==> src/imp_sweep_params.svh <==
// Register offsets, field positions, reset value and frequency shift of the sweep control block
`ifndef IMP_SWEEP_PARAMS_SVH
`define IMP_SWEEP_PARAMS_SVH
`define ADDR_CTRL_HI 8'h80
`define ADDR_CTRL_LO 8'h81
`define ADDR_START_0 8'h82
`define ADDR_START_1 8'h83
`define ADDR_START_2 8'h84
`define ADDR_STEP_0 8'h85
`define ADDR_STEP_1 8'h86
`define ADDR_STEP_2 8'h87
`define ADDR_POINTS_0 8'h88
`define ADDR_POINTS_1 8'h89
`define ADDR_SETTLE_0 8'h8A
`define ADDR_SETTLE_1 8'h8B
`define ADDR_FLAGS 8'h8F
`define ADDR_TEMP_0 8'h92
`define ADDR_TEMP_1 8'h93
`define ADDR_INPH_0 8'h94
`define ADDR_INPH_1 8'h95
`define ADDR_QUAD_0 8'h96
`define ADDR_QUAD_1 8'h97
`define CTRL_RESET_VAL 16'hA000
`define CTRL_CMD_MSB 15
`define CTRL_CMD_LSB 12
`define CTRL_RANGE_MSB 10
`define CTRL_RANGE_LSB 9
`define CTRL_GAIN_BIT 8
`define CTRL_RESET_BIT 4
`define CTRL_CLKSRC_BIT 3
`define FLAG_TEMP_BIT 0
`define FLAG_DATA_BIT 1
`define FLAG_SWEEP_BIT 2
`define SETTLE_MULT_MSB 10
`define SETTLE_MULT_LSB 9
`define SETTLE_CNT_MSB 8
`define POINTS_MSB 8
`define FREQ_SHIFT 27
`endif

==> src/imp_sweep_pkg.sv <==
// Types of the sweep control block
`default_nettype none
package imp_sweep_pkg;
	typedef enum logic [3:0] {
		CMD_NOP = 4'h0,
		CMD_INIT = 4'h1,
		CMD_START = 4'h2,
		CMD_INCR = 4'h3,
		CMD_REPEAT = 4'h4,
		CMD_TEMP = 4'h9,
		CMD_PDOWN = 4'hA,
		CMD_STBY = 4'hB
	} cmd_t;
	typedef enum logic [5:0] {
		ST_IDLE = 6'b000001,
		ST_HOLD = 6'b000010,
		ST_SETTLE = 6'b000100,
		ST_CONVERT = 6'b001000,
		ST_DONE = 6'b010000,
		ST_TEMP = 6'b100000
	} state_t;
	typedef enum logic [1:0] {
		PWR_DOWN = 2'h0,
		PWR_STBY = 2'h1,
		PWR_ON = 2'h2
	} power_t;
endpackage
`default_nettype wire

==> src/impedance_sweep_control_regs.sv <==
// Register bank and control-word decoder of the impedance sweep engine
`timescale 1ns/1ps
`default_nettype none
`include "imp_sweep_params.svh"
module impedance_sweep_control_regs #(
	parameter int PHASE_W = 27
) (
	input wire logic clk_sys,
	input wire logic sys_rst,
	input wire logic regWrite,
	input wire logic [7:0] regAddr,
	input wire logic [7:0] regWdata,
	output logic [7:0] regRdata,
	input wire logic excitationCycle,
	output logic convStart,
	input wire logic convDone,
	input wire logic [15:0] inphaseIn,
	input wire logic [15:0] quadratureIn,
	output logic tempStart,
	input wire logic tempDone,
	input wire logic [13:0] tempIn,
	output logic tempPowerOn,
	output logic [PHASE_W-1:0] phaseStep,
	output logic synthEnable,
	output logic [1:0] excitationRange,
	output logic gainUnity,
	output logic clkExternal,
	output logic coreActive,
	output logic excitationOutputGround,
	output logic responseInputGround
);

	// ****************************************
	// Register state
	// ****************************************
	logic [15:0] ctrl_q, ctrl_d;
	logic [23:0] start_q, start_d, step_q, step_d, freq_q, freq_d;
	logic [15:0] points_q, points_d, settle_q, settle_d;
	logic [15:0] temp_q, temp_d, inph_q, inph_d, quad_q, quad_d;
	logic [2:0] flags_q, flags_d;
	logic [8:0] pointIdx_q, pointIdx_d;
	logic [10:0] settleCnt_q, settleCnt_d;
	imp_sweep_pkg::state_t state_q, state_d;
	imp_sweep_pkg::power_t power_q, power_d;
	logic cmdPulse;
	logic [3:0] cmdCode;
	logic [10:0] settleTarget;

	// Decode of the command field
	function automatic imp_sweep_pkg::cmd_t decodeCmd(input logic [3:0] code);
		case (code)
			4'h1: decodeCmd = imp_sweep_pkg::CMD_INIT;
			4'h2: decodeCmd = imp_sweep_pkg::CMD_START;
			4'h3: decodeCmd = imp_sweep_pkg::CMD_INCR;
			4'h4: decodeCmd = imp_sweep_pkg::CMD_REPEAT;
			4'h9: decodeCmd = imp_sweep_pkg::CMD_TEMP;
			4'hA: decodeCmd = imp_sweep_pkg::CMD_PDOWN;
			4'hB: decodeCmd = imp_sweep_pkg::CMD_STBY;
			default: decodeCmd = imp_sweep_pkg::CMD_NOP;
		endcase
	endfunction

	// Sweep armed only after initialize; temperature reading keeps it unarmed
	function automatic logic sweepArmed(input imp_sweep_pkg::state_t st);
		sweepArmed = (st != imp_sweep_pkg::ST_IDLE) && (st != imp_sweep_pkg::ST_TEMP);
	endfunction

	// Command fires on every write of the upper control byte
	assign cmdPulse = regWrite && (regAddr == `ADDR_CTRL_HI);
	assign cmdCode = regWdata[`CTRL_CMD_MSB-8:`CTRL_CMD_LSB-8];

	// Settling count scaled by one, two or four
	always_comb begin
		settleTarget = {2'h0, settle_q[`SETTLE_CNT_MSB:0]};
		case (settle_q[`SETTLE_MULT_MSB:`SETTLE_MULT_LSB])
			2'b01: settleTarget = {1'b0, settle_q[`SETTLE_CNT_MSB:0], 1'b0};
			2'b11: settleTarget = {settle_q[`SETTLE_CNT_MSB:0], 2'b00};
			default: settleTarget = {2'h0, settle_q[`SETTLE_CNT_MSB:0]};
		endcase
	end

	// ****************************************
	// Register writes and sweep sequencer
	// ****************************************
	always_comb begin
		ctrl_d = ctrl_q;
		start_d = start_q;
		step_d = step_q;
		points_d = points_q;
		settle_d = settle_q;
		temp_d = temp_q;
		inph_d = inph_q;
		quad_d = quad_q;
		flags_d = flags_q;
		freq_d = freq_q;
		pointIdx_d = pointIdx_q;
		settleCnt_d = settleCnt_q;
		state_d = state_q;
		power_d = power_q;
		// Byte writes, most significant byte at the lowest address
		if (regWrite) begin
			case (regAddr)
				`ADDR_CTRL_HI: ctrl_d[15:8] = regWdata;
				`ADDR_CTRL_LO: ctrl_d[7:0] = regWdata;
				`ADDR_START_0: start_d[23:16] = regWdata;
				`ADDR_START_1: start_d[15:8] = regWdata;
				`ADDR_START_2: start_d[7:0] = regWdata;
				`ADDR_STEP_0: step_d[23:16] = regWdata;
				`ADDR_STEP_1: step_d[15:8] = regWdata;
				`ADDR_STEP_2: step_d[7:0] = regWdata;
				`ADDR_POINTS_0: points_d[15:8] = regWdata;
				`ADDR_POINTS_1: points_d[7:0] = regWdata;
				`ADDR_SETTLE_0: settle_d[15:8] = regWdata;
				`ADDR_SETTLE_1: settle_d[7:0] = regWdata;
				default: ;
			endcase
		end
		// Sequencer progress
		case (state_q)
			imp_sweep_pkg::ST_SETTLE: begin
				if (excitationCycle) begin
					if (settleCnt_q >= settleTarget) begin
						state_d = imp_sweep_pkg::ST_CONVERT;
					end else begin
						settleCnt_d = settleCnt_q + 11'h001;
					end
				end
			end
			imp_sweep_pkg::ST_CONVERT: begin
				if (convDone) begin
					inph_d = inphaseIn;
					quad_d = quadratureIn;
					flags_d[`FLAG_DATA_BIT] = 1'b1;
					if (pointIdx_q >= points_q[`POINTS_MSB:0]) begin
						flags_d[`FLAG_SWEEP_BIT] = 1'b1;
					end
					state_d = imp_sweep_pkg::ST_DONE;
				end
			end
			imp_sweep_pkg::ST_TEMP: begin
				if (tempDone) begin
					temp_d = {{2{tempIn[13]}}, tempIn};
					flags_d[`FLAG_TEMP_BIT] = 1'b1;
					state_d = imp_sweep_pkg::ST_IDLE;
				end
			end
			imp_sweep_pkg::ST_IDLE, imp_sweep_pkg::ST_HOLD, imp_sweep_pkg::ST_DONE: ;
			default: state_d = imp_sweep_pkg::ST_IDLE;
		endcase
		// Commands; a new command overrides the sequencer
		if (cmdPulse) begin
			case (decodeCmd(cmdCode))
				imp_sweep_pkg::CMD_INIT: begin
					freq_d = start_q;
					pointIdx_d = 9'h000;
					power_d = imp_sweep_pkg::PWR_ON;
					state_d = imp_sweep_pkg::ST_HOLD;
				end
				imp_sweep_pkg::CMD_START: begin
					if (sweepArmed(state_q)) begin
						settleCnt_d = 11'h000;
						state_d = imp_sweep_pkg::ST_SETTLE;
					end
					flags_d[`FLAG_DATA_BIT] = 1'b0;
				end
				imp_sweep_pkg::CMD_INCR: begin
					if (sweepArmed(state_q)) begin
						freq_d = freq_q + step_q;
						pointIdx_d = pointIdx_q + 9'h001;
						settleCnt_d = 11'h000;
						state_d = imp_sweep_pkg::ST_SETTLE;
					end
					flags_d[`FLAG_DATA_BIT] = 1'b0;
				end
				imp_sweep_pkg::CMD_REPEAT: begin
					if (sweepArmed(state_q)) begin
						settleCnt_d = 11'h000;
						state_d = imp_sweep_pkg::ST_SETTLE;
					end
					flags_d[`FLAG_DATA_BIT] = 1'b0;
				end
				imp_sweep_pkg::CMD_TEMP: begin
					flags_d[`FLAG_TEMP_BIT] = 1'b0;
					if (state_q == imp_sweep_pkg::ST_IDLE || state_q == imp_sweep_pkg::ST_DONE) begin
						state_d = imp_sweep_pkg::ST_TEMP;
					end
				end
				imp_sweep_pkg::CMD_PDOWN: begin
					power_d = imp_sweep_pkg::PWR_DOWN;
					state_d = imp_sweep_pkg::ST_IDLE;
				end
				imp_sweep_pkg::CMD_STBY: begin
					power_d = imp_sweep_pkg::PWR_STBY;
					state_d = imp_sweep_pkg::ST_IDLE;
				end
				default: ;
			endcase
		end
		// Reset bit: abort the sweep, sweep setup registers untouched
		if (regWrite && regAddr == `ADDR_CTRL_LO && regWdata[`CTRL_RESET_BIT]) begin
			state_d = imp_sweep_pkg::ST_IDLE;
			flags_d[`FLAG_DATA_BIT] = 1'b0;
			flags_d[`FLAG_SWEEP_BIT] = 1'b0;
		end
	end

	// Register update; setup words have no reset value
	always_ff @(posedge clk_sys) begin
		start_q <= start_d;
		step_q <= step_d;
		points_q <= points_d;
		settle_q <= settle_d;
		freq_q <= freq_d;
		inph_q <= inph_d;
		quad_q <= quad_d;
		temp_q <= temp_d;
		if (sys_rst) begin
			ctrl_q <= `CTRL_RESET_VAL;
			flags_q <= 3'h0;
			pointIdx_q <= 9'h000;
			settleCnt_q <= 11'h000;
			state_q <= imp_sweep_pkg::ST_IDLE;
			power_q <= imp_sweep_pkg::PWR_DOWN;
		end else begin
			ctrl_q <= ctrl_d;
			flags_q <= flags_d;
			pointIdx_q <= pointIdx_d;
			settleCnt_q <= settleCnt_d;
			state_q <= state_d;
			power_q <= power_d;
		end
	end

	// ****************************************
	// Read path and outputs
	// ****************************************
	always_comb begin
		case (regAddr)
			`ADDR_CTRL_HI: regRdata = ctrl_q[15:8];
			`ADDR_CTRL_LO: regRdata = ctrl_q[7:0];
			`ADDR_START_0: regRdata = start_q[23:16];
			`ADDR_START_1: regRdata = start_q[15:8];
			`ADDR_START_2: regRdata = start_q[7:0];
			`ADDR_STEP_0: regRdata = step_q[23:16];
			`ADDR_STEP_1: regRdata = step_q[15:8];
			`ADDR_STEP_2: regRdata = step_q[7:0];
			`ADDR_POINTS_0: regRdata = points_q[15:8];
			`ADDR_POINTS_1: regRdata = points_q[7:0];
			`ADDR_SETTLE_0: regRdata = settle_q[15:8];
			`ADDR_SETTLE_1: regRdata = settle_q[7:0];
			`ADDR_FLAGS: regRdata = {5'h00, flags_q};
			`ADDR_TEMP_0: regRdata = temp_q[15:8];
			`ADDR_TEMP_1: regRdata = temp_q[7:0];
			`ADDR_INPH_0: regRdata = inph_q[15:8];
			`ADDR_INPH_1: regRdata = inph_q[7:0];
			`ADDR_QUAD_0: regRdata = quad_q[15:8];
			`ADDR_QUAD_1: regRdata = quad_q[7:0];
			default: regRdata = 8'h00;
		endcase
	end

	// Phase increment in clock/4 units over two to the 27
	assign phaseStep = PHASE_W'(freq_q);
	assign synthEnable = sweepArmed(state_q);
	assign convStart = (state_q == imp_sweep_pkg::ST_CONVERT);
	assign tempStart = (state_q == imp_sweep_pkg::ST_TEMP);
	assign tempPowerOn = (state_q == imp_sweep_pkg::ST_TEMP);
	assign excitationRange = ctrl_q[`CTRL_RANGE_MSB:`CTRL_RANGE_LSB];
	assign gainUnity = ctrl_q[`CTRL_GAIN_BIT];
	assign clkExternal = ctrl_q[`CTRL_CLKSRC_BIT];
	assign coreActive = (power_q != imp_sweep_pkg::PWR_DOWN);
	// Pins grounded unless fully on
	assign excitationOutputGround = (power_q != imp_sweep_pkg::PWR_ON);
	assign responseInputGround = (power_q != imp_sweep_pkg::PWR_ON);

endmodule
`default_nettype wire

==> config.mk <==
export PLATFORM = sky130hd
export DESIGN_NAME = impedance_sweep_control_regs
export DESIGN_NICKNAME = d
export VERILOG_FILES = /design/src/imp_sweep_pkg.sv /design/src/impedance_sweep_control_regs.sv
export VERILOG_INCLUDE_DIRS = /design/src /design/src/src
export SDC_FILE = /design/constraint.sdc
export NUM_CORES = 1
export LEC_CHECK = 0
export CAP_MARGIN = 20
export CORE_MARGIN = 2
export CORE_UTILIZATION = 50
export DETAILED_ROUTE_END_ITERATION = 10
export DONT_BUFFER_PORTS = 1
export GPL_TIMING_DRIVEN = 1
export MAX_ROUTING_LAYER = met4
export SLEW_MARGIN = 20
export SYNTH_ARGS = -nofsm -noshare
export SYNTH_HDL_FRONTEND = slang
export SYNTH_SLANG_ARGS = --single-unit
==> constraint.sdc <==
create_clock -name clk_sys -period 5.7 [get_ports clk_sys]
set_clock_uncertainty 0.15 [all_clocks]
set_input_delay 0.57 -clock clk_sys [delete_from_list [all_inputs] [get_ports clk_sys]]
set_output_delay 0.57 -clock clk_sys [all_outputs]
set_load 0.005 [all_outputs]
==> results.rst, run 1 <==
.. list-table::
   :header-rows: 1

   * - Metric
     - Value
   * - Run status
     - completed
   * - Dominant synthesized flop cell
     - sky130_fd_sc_hd__edfxtp_1
   * - Leakage Power
     - roughly 0.0038 uW
   * - Number of distinct library cells after synthesis
     - 64
   * - Number of warnings reported in the yosys synthesis log
     - 0
   * - Count of hold buffers inserted by post-cts repair
     - 0
   * - Number of standard cells in the final layout excluding fillers
     - roughly 1200
   * - Number of ports placed on the die boundary
     - ~110
   * - Synth async-reset ratio
     - 0
   * - R2R Setup Slk
     - about 2100 ps
   * - DIE HEIGHT
     - about 150 um
   * - Synthesis-to-layout area growth
     - 7.40%
   * - Number of maximum-capacitance constraint violations
     - 0
   * - Cell type group with the largest total delay on the critical path
     - compound AO/OA/AOI/OAI gates
   * - Proportion of layout cells with a drive suffix above 1
     - 0.0681
   * - TritonCTS clock tree
     - built
   * - Number of I/O port buffers
     - 0
   * - Area of the mapped netlist
     - around 10000 sq um
   * - Root buf cell
     - sky130_fd_sc_hd__clkbuf_16
   * - WHS
     - 52.3 ps
   * - Worst path arrival time
     - roughly 3600 ps
   * - DP HPWL
     - 20400 um
   * - Largest incremental delay on the critical path
     - between 600 and 700 ps
   * - Count of H-tree levels built during CTS
     - 4
   * - Required time at the endpoint of the critical path
     - between 5000 and 6000 ps
   * - Fraction of the yosys area taken by sequential cells
     - 0.542
   * - Critical-path maximum fanout
     - 4
   * - TritonCTS Sinks
     - between 150 and 200
   * - Final critical-path share of the clock period
     - 0.632
   * - Post-place setup slack
     - slightly below 2000 ps
   * - Hold crit path type
     - in -> reg
   * - IR Drop Worst-Case VDD
     - 0.203 mV
   * - Maximum count of clock buffers along a single path
     - 2
   * - Crit path buf inv count
     - 1
   * - Average via count per standard cell
     - 6.29
   * - Count of state elements after synthesis
     - ~200
   * - Final number of max-transition violations
     - 0
   * - Number of nets in the finished design
     - 1026
   * - Slew at the pin with the worst max-slew slack
     - ~1100 ps
   * - Time the worst path needs with I/O delays and setup
     - ~3600 ps
   * - Crit start category
     - flop
   * - Setup slack after layout
     - between 2000 and 2500 ps
   * - Maximum clock rate
     - roughly 280 MHz
   * - Highest-delay cell along the critical path
     - sky130_fd_sc_hd__o32ai_1
   * - Initial antenna violation count
     - 1
   * - Startpoint of the tightest hold check path
     - sys_rst
   * - Overall Global Routing Usage
     - 0.272
   * - Worst setup path start
     - freq_q[3]
   * - Clock transition time at the flip-flop clock pins of the worst setup and hold paths
     - approximately 80 ps
   * - Number of enable flip-flop cells after synthesis
     - 150
   * - Kind of critical path
     - reg -> reg
   * - Total of cells resized after clock tree synthesis
     - 0
   * - Launch point of the worst reg-to-reg path
     - freq_q[3]
   * - Mean area per synthesized cell
     - 10.7 sq um
   * - Setup violators final
     - 0
   * - Total count of hold-check failures in the final report
     - 0
   * - Vias in the first global route
     - 7150
   * - Global placement routability congestion
     - about 0.94
   * - Wirelength per Cell
     - roughly 23 um
   * - Largest net degree at the start of global routing
     - 49
   * - Clock latency reported for the late side of the worst-skew pair
     - 440 ps
   * - Number of DRC markers after the initial detailed-route iteration
     - about 670
   * - Number of nets with antenna violations after routing
     - 0
   * - Vias after detailed routing
     - approximately 7500
   * - Grt ovf
     - 0
   * - Placeable core region
     - between 15000 and 20000 sq um
   * - Initial Util
     - 0.513
   * - Post-CTS setup buffer count
     - 0
   * - PwrDens
     - between 200 and 300 nW/um^2
   * - Total DRC errors in the routed layout
     - 0
   * - Worst path cell trace
     - ha_1 > inv_1 > o311ai_1 > o221ai_1 > o32ai_1 > a31oi_1 > o31ai_1 > xnor2_1 > o21ai_0
   * - Global-route wire length before repair
     - between 40000 and 50000 um
   * - Worst max-slew margin expressed relative to the limit
     - 0.290
   * - Mapped Cells
     - 940
   * - Capturing element type of the critical path
     - flop
   * - Sum Neg Setup Slack
     - 0 ps
   * - Die Width
     - about 150 um
   * - Die Footprint
     - between 20000 and 25000 sq um
   * - Total power
     - roughly 2800 uW
   * - Overall routed net length
     - 28000 um
   * - Pre-antenna DRT Iters
     - 5
   * - Row cnt
     - 51
   * - Total CTS buffers
     - 17
   * - Number of placed instances, taps included
     - around 1200
   * - Unrepaired setup endpoints after global routing
     - no
[layer usage]
layer	global-route usage	routed length (um)	share of wire
met2	0.410	12800	0.46
met4	0.0549	366	0.013
met5	-	0	0
met1	0.378	12300	0.44
met3	0.0646	2560	0.092
[power by group]
group	switching, uW	leakage, uW	internal (uW)
logic	40.2	0.00177	23.6
registers	1.32	0.00173	1540
clock network	583	0.000281	624
[kinds of logic (layout without fill, tap and decap cells)]
family | Yosys count | in the layout | share of synthesized area
DFF | 197 | 197 | 0.542
xor gates and xnor gates | 40 | 40 | 0.0348
and+or+nand+nor | 290 | 290 | 0.136
adders and majority gates | 46 | 46 | 0.0580
muxes | 34 | 34 | 0.0391
buffers and inverters | 87 | 70 | 0.0351
other | 1 | 4 | 0.000373
AOI/OAI and AO/OA | 245 | 245 | 0.155
[through the flow]
stage | instance area [sq um] | utilization
5_1_grt | 10800 | 0.551
3_5_place_dp | 10200 | 0.521
2_1_floorplan | 10100 | -
6_report | 10800 | 0.551
3_3_place_gp | 10200 | 0.521
4_1_cts | 10800 | 0.551
[cell usage in the layout (no fill, tap or decap), types with 13 or more instances in the layout]
cell type,n
sky130_fd_sc_hd__xor2_1,19
sky130_fd_sc_hd__clkbuf_16,17
sky130_fd_sc_hd__a21o_1,15
sky130_fd_sc_hd__ha_1,45
sky130_fd_sc_hd__a221oi_1,13
sky130_fd_sc_hd__inv_1,33
sky130_fd_sc_hd__a21oi_1,72
sky130_fd_sc_hd__o21ai_0,67
sky130_fd_sc_hd__nand2_1,100
sky130_fd_sc_hd__dfxtp_1,47
sky130_fd_sc_hd__nand2b_1,13
sky130_fd_sc_hd__nor3_1,14
sky130_fd_sc_hd__edfxtp_1,150
sky130_fd_sc_hd__nor2_1,78
sky130_fd_sc_hd__xnor2_1,21
sky130_fd_sc_hd__mux2i_1,19
sky130_fd_sc_hd__nand3_1,33
[synthesized netlist by cell type, drive strengths merged (7+ instances only)]
| library cell | instances | area share |
|---|---|---|
| a31oi | 8 | 0.0050 |
| nor2 | 78 | 0.029 |
| inv | 33 | 0.012 |
| edfxtp | 150 | 0.45 |
| mux2 | 12 | 0.013 |
| o21ai | 67 | 0.033 |
| nand2b | 13 | 0.0081 |
| dfxtp | 47 | 0.094 |
| nand3 | 34 | 0.018 |
| buf | 11 | 0.0067 |
| a22o | 7 | 0.0061 |
| nand4 | 9 | 0.0062 |
| xnor2 | 21 | 0.018 |
| xor2 | 19 | 0.017 |
| a21o | 15 | 0.011 |
| a21oi | 72 | 0.036 |
| or3 | 7 | 0.0044 |
| nor3 | 16 | 0.0096 |
| ha | 45 | 0.056 |
| nand2 | 100 | 0.037 |
| o211ai | 12 | 0.0090 |
| a22oi | 11 | 0.0082 |
| mux2i | 19 | 0.019 |
| a221oi | 13 | 0.011 |
| clkbuf | 43 | 0.016 |
[path summary, 6_finish.rpt]
path,to,depth (start not counted)
setup / recovery,freq_q[23],9
hold / removal,power_q[0],1
setup reg to reg,freq_q[23],9
hold reg to reg,ctrl_q[4],2
[final cells by class]
class,instances,area [sq um]
tap,265,332
inverter,33,124
clock buffer,17,425
fill,1691,8790
multi-input combinational,658,4280
clock inverter,15,155
timing repair buffer,5,37.5
antenna,1,2.50
sequential,197,5450
[state kept, by name, summed over array words and instances (netlist names)]
register,flops
state_q,6
start_q,24
inph_q,16
quad_q,16
freq_q,24
settle_q,16
flags_q,3
step_q,24
pointIdx_q,9
temp_q,14
power_q,2
settleCnt_q,11
points_q,16
ctrl_q,16
(Power assumes the default switching activity.)
==> run 2, diff against run 1 <==
Settings changed: PLACE_DENSITY set to 0.68.
Clock period 5.7 ns to 3.1 ns, I/O delays scaled along.
==> results.rst, run 2 (same netlist as run 1, synthesis figures left out) <==
.. list-table::
   :header-rows: 1

   * - Metric
     - Value
   * - Filler Cells Inserted
     - ~1600
   * - Placeable core region
     - around 20000 sq um
   * - Worst max-slew margin expressed relative to the limit
     - 0.347
   * - Initial antenna violation count
     - 1
   * - Clock latency reported for the late side of the worst-skew pair
     - 440 ps
   * - Largest incremental delay on the critical path
     - between 400 and 500 ps
   * - Capturing element type of the critical path
     - flop
   * - Launch point of the worst reg-to-reg path
     - freq_q[2]
   * - Grt ovf
     - 0
   * - Portion of total power attributed to combinational logic
     - 0.040
   * - DIE HEIGHT
     - around 150 um
   * - Final number of max-transition violations
     - 0
   * - Reg-to-reg endpoint
     - freq_q[23]
   * - Largest net degree at the start of global routing
     - 49
   * - Worst path cell trace
     - ha_4 > inv_1 > o311ai_4 > o221ai_2 > o32ai_2 > buf_4 > a31oi_2 > o31ai_2 > xnor2_1 > o21ai_0
   * - Path depth of the worst reg2reg path
     - 10
   * - Slew at the pin with the worst max-slew slack
     - between 900 and 1000 ps
   * - Final standard cell utilization of the core
     - 0.602
   * - IR Drop Worst-Case VDD
     - between 0.4 and 0.5 mV
   * - Pre-antenna DRT Iters
     - 5
   * - Global placement routability congestion
     - between 0.9 and 1
   * - Maximum clock rate
     - between 300 and 400 MHz
   * - Worst setup path start
     - freq_q[2]
   * - Crit start category
     - flop
   * - Final critical-path share of the clock period
     - 0.949
   * - DP HPWL
     - between 15000 and 20000 um
   * - Most frequent standard cell in the layout excluding fill and tap cells
     - sky130_fd_sc_hd__edfxtp_1
   * - Cell Int Power
     - just over 4000 uW
   * - PwrDens
     - about 460 nW/um^2
   * - Number of DRC markers after the initial detailed-route iteration
     - approximately 1000
   * - Overall routed net length
     - around 29000 um
   * - Die Footprint
     - between 20000 and 25000 sq um
   * - Row cnt
     - 51
   * - Average via count per standard cell
     - between 6 and 7
   * - Number of nets in the finished design
     - 1115
   * - Global-route wire length before repair
     - between 40000 and 50000 um
   * - Number of nets with antenna violations after routing
     - 0
   * - Largest registers
     - freq_q (24), start_q (24), step_q (24)
   * - Total count of hold-check failures in the final report
     - 0
   * - Initial Util
     - 0.513
   * - Vias after detailed routing
     - 7888
   * - Worst Setup EP
     - freq_q[23]
   * - Unrepaired setup endpoints after global routing
     - yes
   * - Count of H-tree levels built during CTS
     - 4
   * - TritonCTS Sinks
     - between 150 and 200
   * - Highest-delay cell along the critical path
     - sky130_fd_sc_hd__edfxtp_1
   * - TritonCTS clock tree
     - built
   * - Switching share of power
     - 0.227
   * - Total CTS buffers
     - 17
   * - R2R Setup Slk
     - approximately 160 ps
   * - Synthesis-to-layout area growth
     - 17.2%
   * - Most frequent cells in the layout
     - sky130_fd_sc_hd__edfxtp_1, sky130_fd_sc_hd__nand2_1, sky130_fd_sc_hd__nor2_1
   * - Die Width
     - ~150 um
   * - Vias in the first global route
     - 7536
   * - Power share of the sequential group
     - 0.527
   * - Clock power share
     - 0.432
   * - Number of maximum-capacitance constraint violations
     - 0
   * - Critical-path maximum fanout
     - 4
   * - Hold crit path type
     - in -> reg
   * - Kind of critical path
     - reg -> reg
   * - Worst hold path cell count
     - 3
   * - Setup violators final
     - 0
   * - Root buf cell
     - sky130_fd_sc_hd__clkbuf_16
   * - Clock transition time at the flip-flop clock pins of the worst setup and hold paths
     - approximately 80 ps
   * - Cell Area, Placed
     - 10400 sq um
   * - Post-route standard cell area excluding fillers
     - 11800 sq um
   * - Worst path arrival time
     - ~3000 ps
   * - Number of I/O port buffers
     - 0
   * - Required time at the endpoint of the critical path
     - between 3000 and 4000 ps
   * - Time the worst path needs with I/O delays and setup
     - between 2000 and 3000 ps
   * - Number of ports placed on the die boundary
     - about 110
   * - Overall Global Routing Usage
     - 0.281
   * - Wirelength per Cell
     - roughly 23 um
   * - Total DRC errors in the routed layout
     - 0
   * - Proportion of layout cells with a drive suffix above 1
     - 0.109
   * - Leakage Power
     - about 0.0042 uW
   * - Total net switching power
     - 1220 uW
   * - Maximum count of clock buffers along a single path
     - 2
   * - Run status
     - completed
[run 2: cell types whose count changed in the layout (fill, tap and decap cells not counted), moves of 2 or more]
cell                            change
sky130_fd_sc_hd__dlygate4sd3_1     +59
sky130_fd_sc_hd__ha_4               +2
sky130_fd_sc_hd__nor4_2             +3
sky130_fd_sc_hd__inv_6              -6
sky130_fd_sc_hd__buf_4             +29
sky130_fd_sc_hd__ha_1               -3
sky130_fd_sc_hd__a31oi_1            -2
sky130_fd_sc_hd__clkinv_4           +3
sky130_fd_sc_hd__nor4_1             -3
sky130_fd_sc_hd__inv_8              +2
[run 2: timing repair]
action | in CTS | in global routing
gates resized for setup | 3 | 18
setup buffers | 0 | 3
hold endpoints to repair | 154 | 0
hold buffers | 59 | 0
pin swaps | 0 | 6
setup endpoints to repair | 3 | 12
[run 2: per-stage QoR]
step	power, uW	hold WS, ps	setup slack, ps	std cells	TNS (ps)
after global placement	3010	236	-29.1	1185	-29.1
after global routing	5490	31.4	-30.2	1280	-49.2
after CTS	5360	2.04	31.6	1276	0
after floorplan	3000	259	4.09	942	0
final	5370	8.01	158	1280	0
after detailed placement	3010	239	-151	1185	-224
[run 2: critical path, delay by kind of cell (launching register included)]
family                   cells  cell delay, ps
XOR/XNOR                     1             150
buffers and inverters        2             260
AO/OA/AOI/OAI                6            1330
flip-flops                   1             440
adder cells (fa/ha/maj)      1             330
[run 2: cell type report]
type,instances,area [sq um],share of cell area
Tap cell,265,332,0.0281
Sequential cell,197,5450,0.462
Clock inverter,15,185,0.0157
Antenna cell,1,2.50,0.000212
Inverter,33,124,0.0105
Timing Repair Buffer,94,866,0.0735
Multi-Input combinational cell,658,4400,0.374
Clock buffer,17,425,0.0361
[run 2: how the worst min path moves through the flow]
stage                             from  slack (ps)          to
after floorplan           inphaseIn[0]         260   inph_q[0]
after global placement         sys_rst         240  ctrl_q[10]
after detailed placement       sys_rst         240  ctrl_q[10]
after CTS                  regWdata[4]           2  state_q[1]
after global routing       regWdata[4]          30  state_q[1]
final                      regWdata[7]           8  state_q[2]
[run 2: metal layers]
layer  track usage  wire (um)  up-vias  part of all wire
met4         0.107       1100        0             0.038
met2         0.421      13300      458              0.45
met1         0.368      11800     3740              0.40
met3        0.0718       3090       89              0.11
met5             -          0        -                 0
li1              -          -     3601                 -
[run 2: power groups by stage]
stage / Clock (uW) / Sequential, uW / Combinational, uW
final: 2320 / 2830 / 217
after global routing: 2430 / 2830 / 229
after CTS: 2320 / 2830 / 208
after detailed placement: 0 / 2890 / 119
after global placement: 0 / 2890 / 118
after floorplan: 0 / 2890 / 113
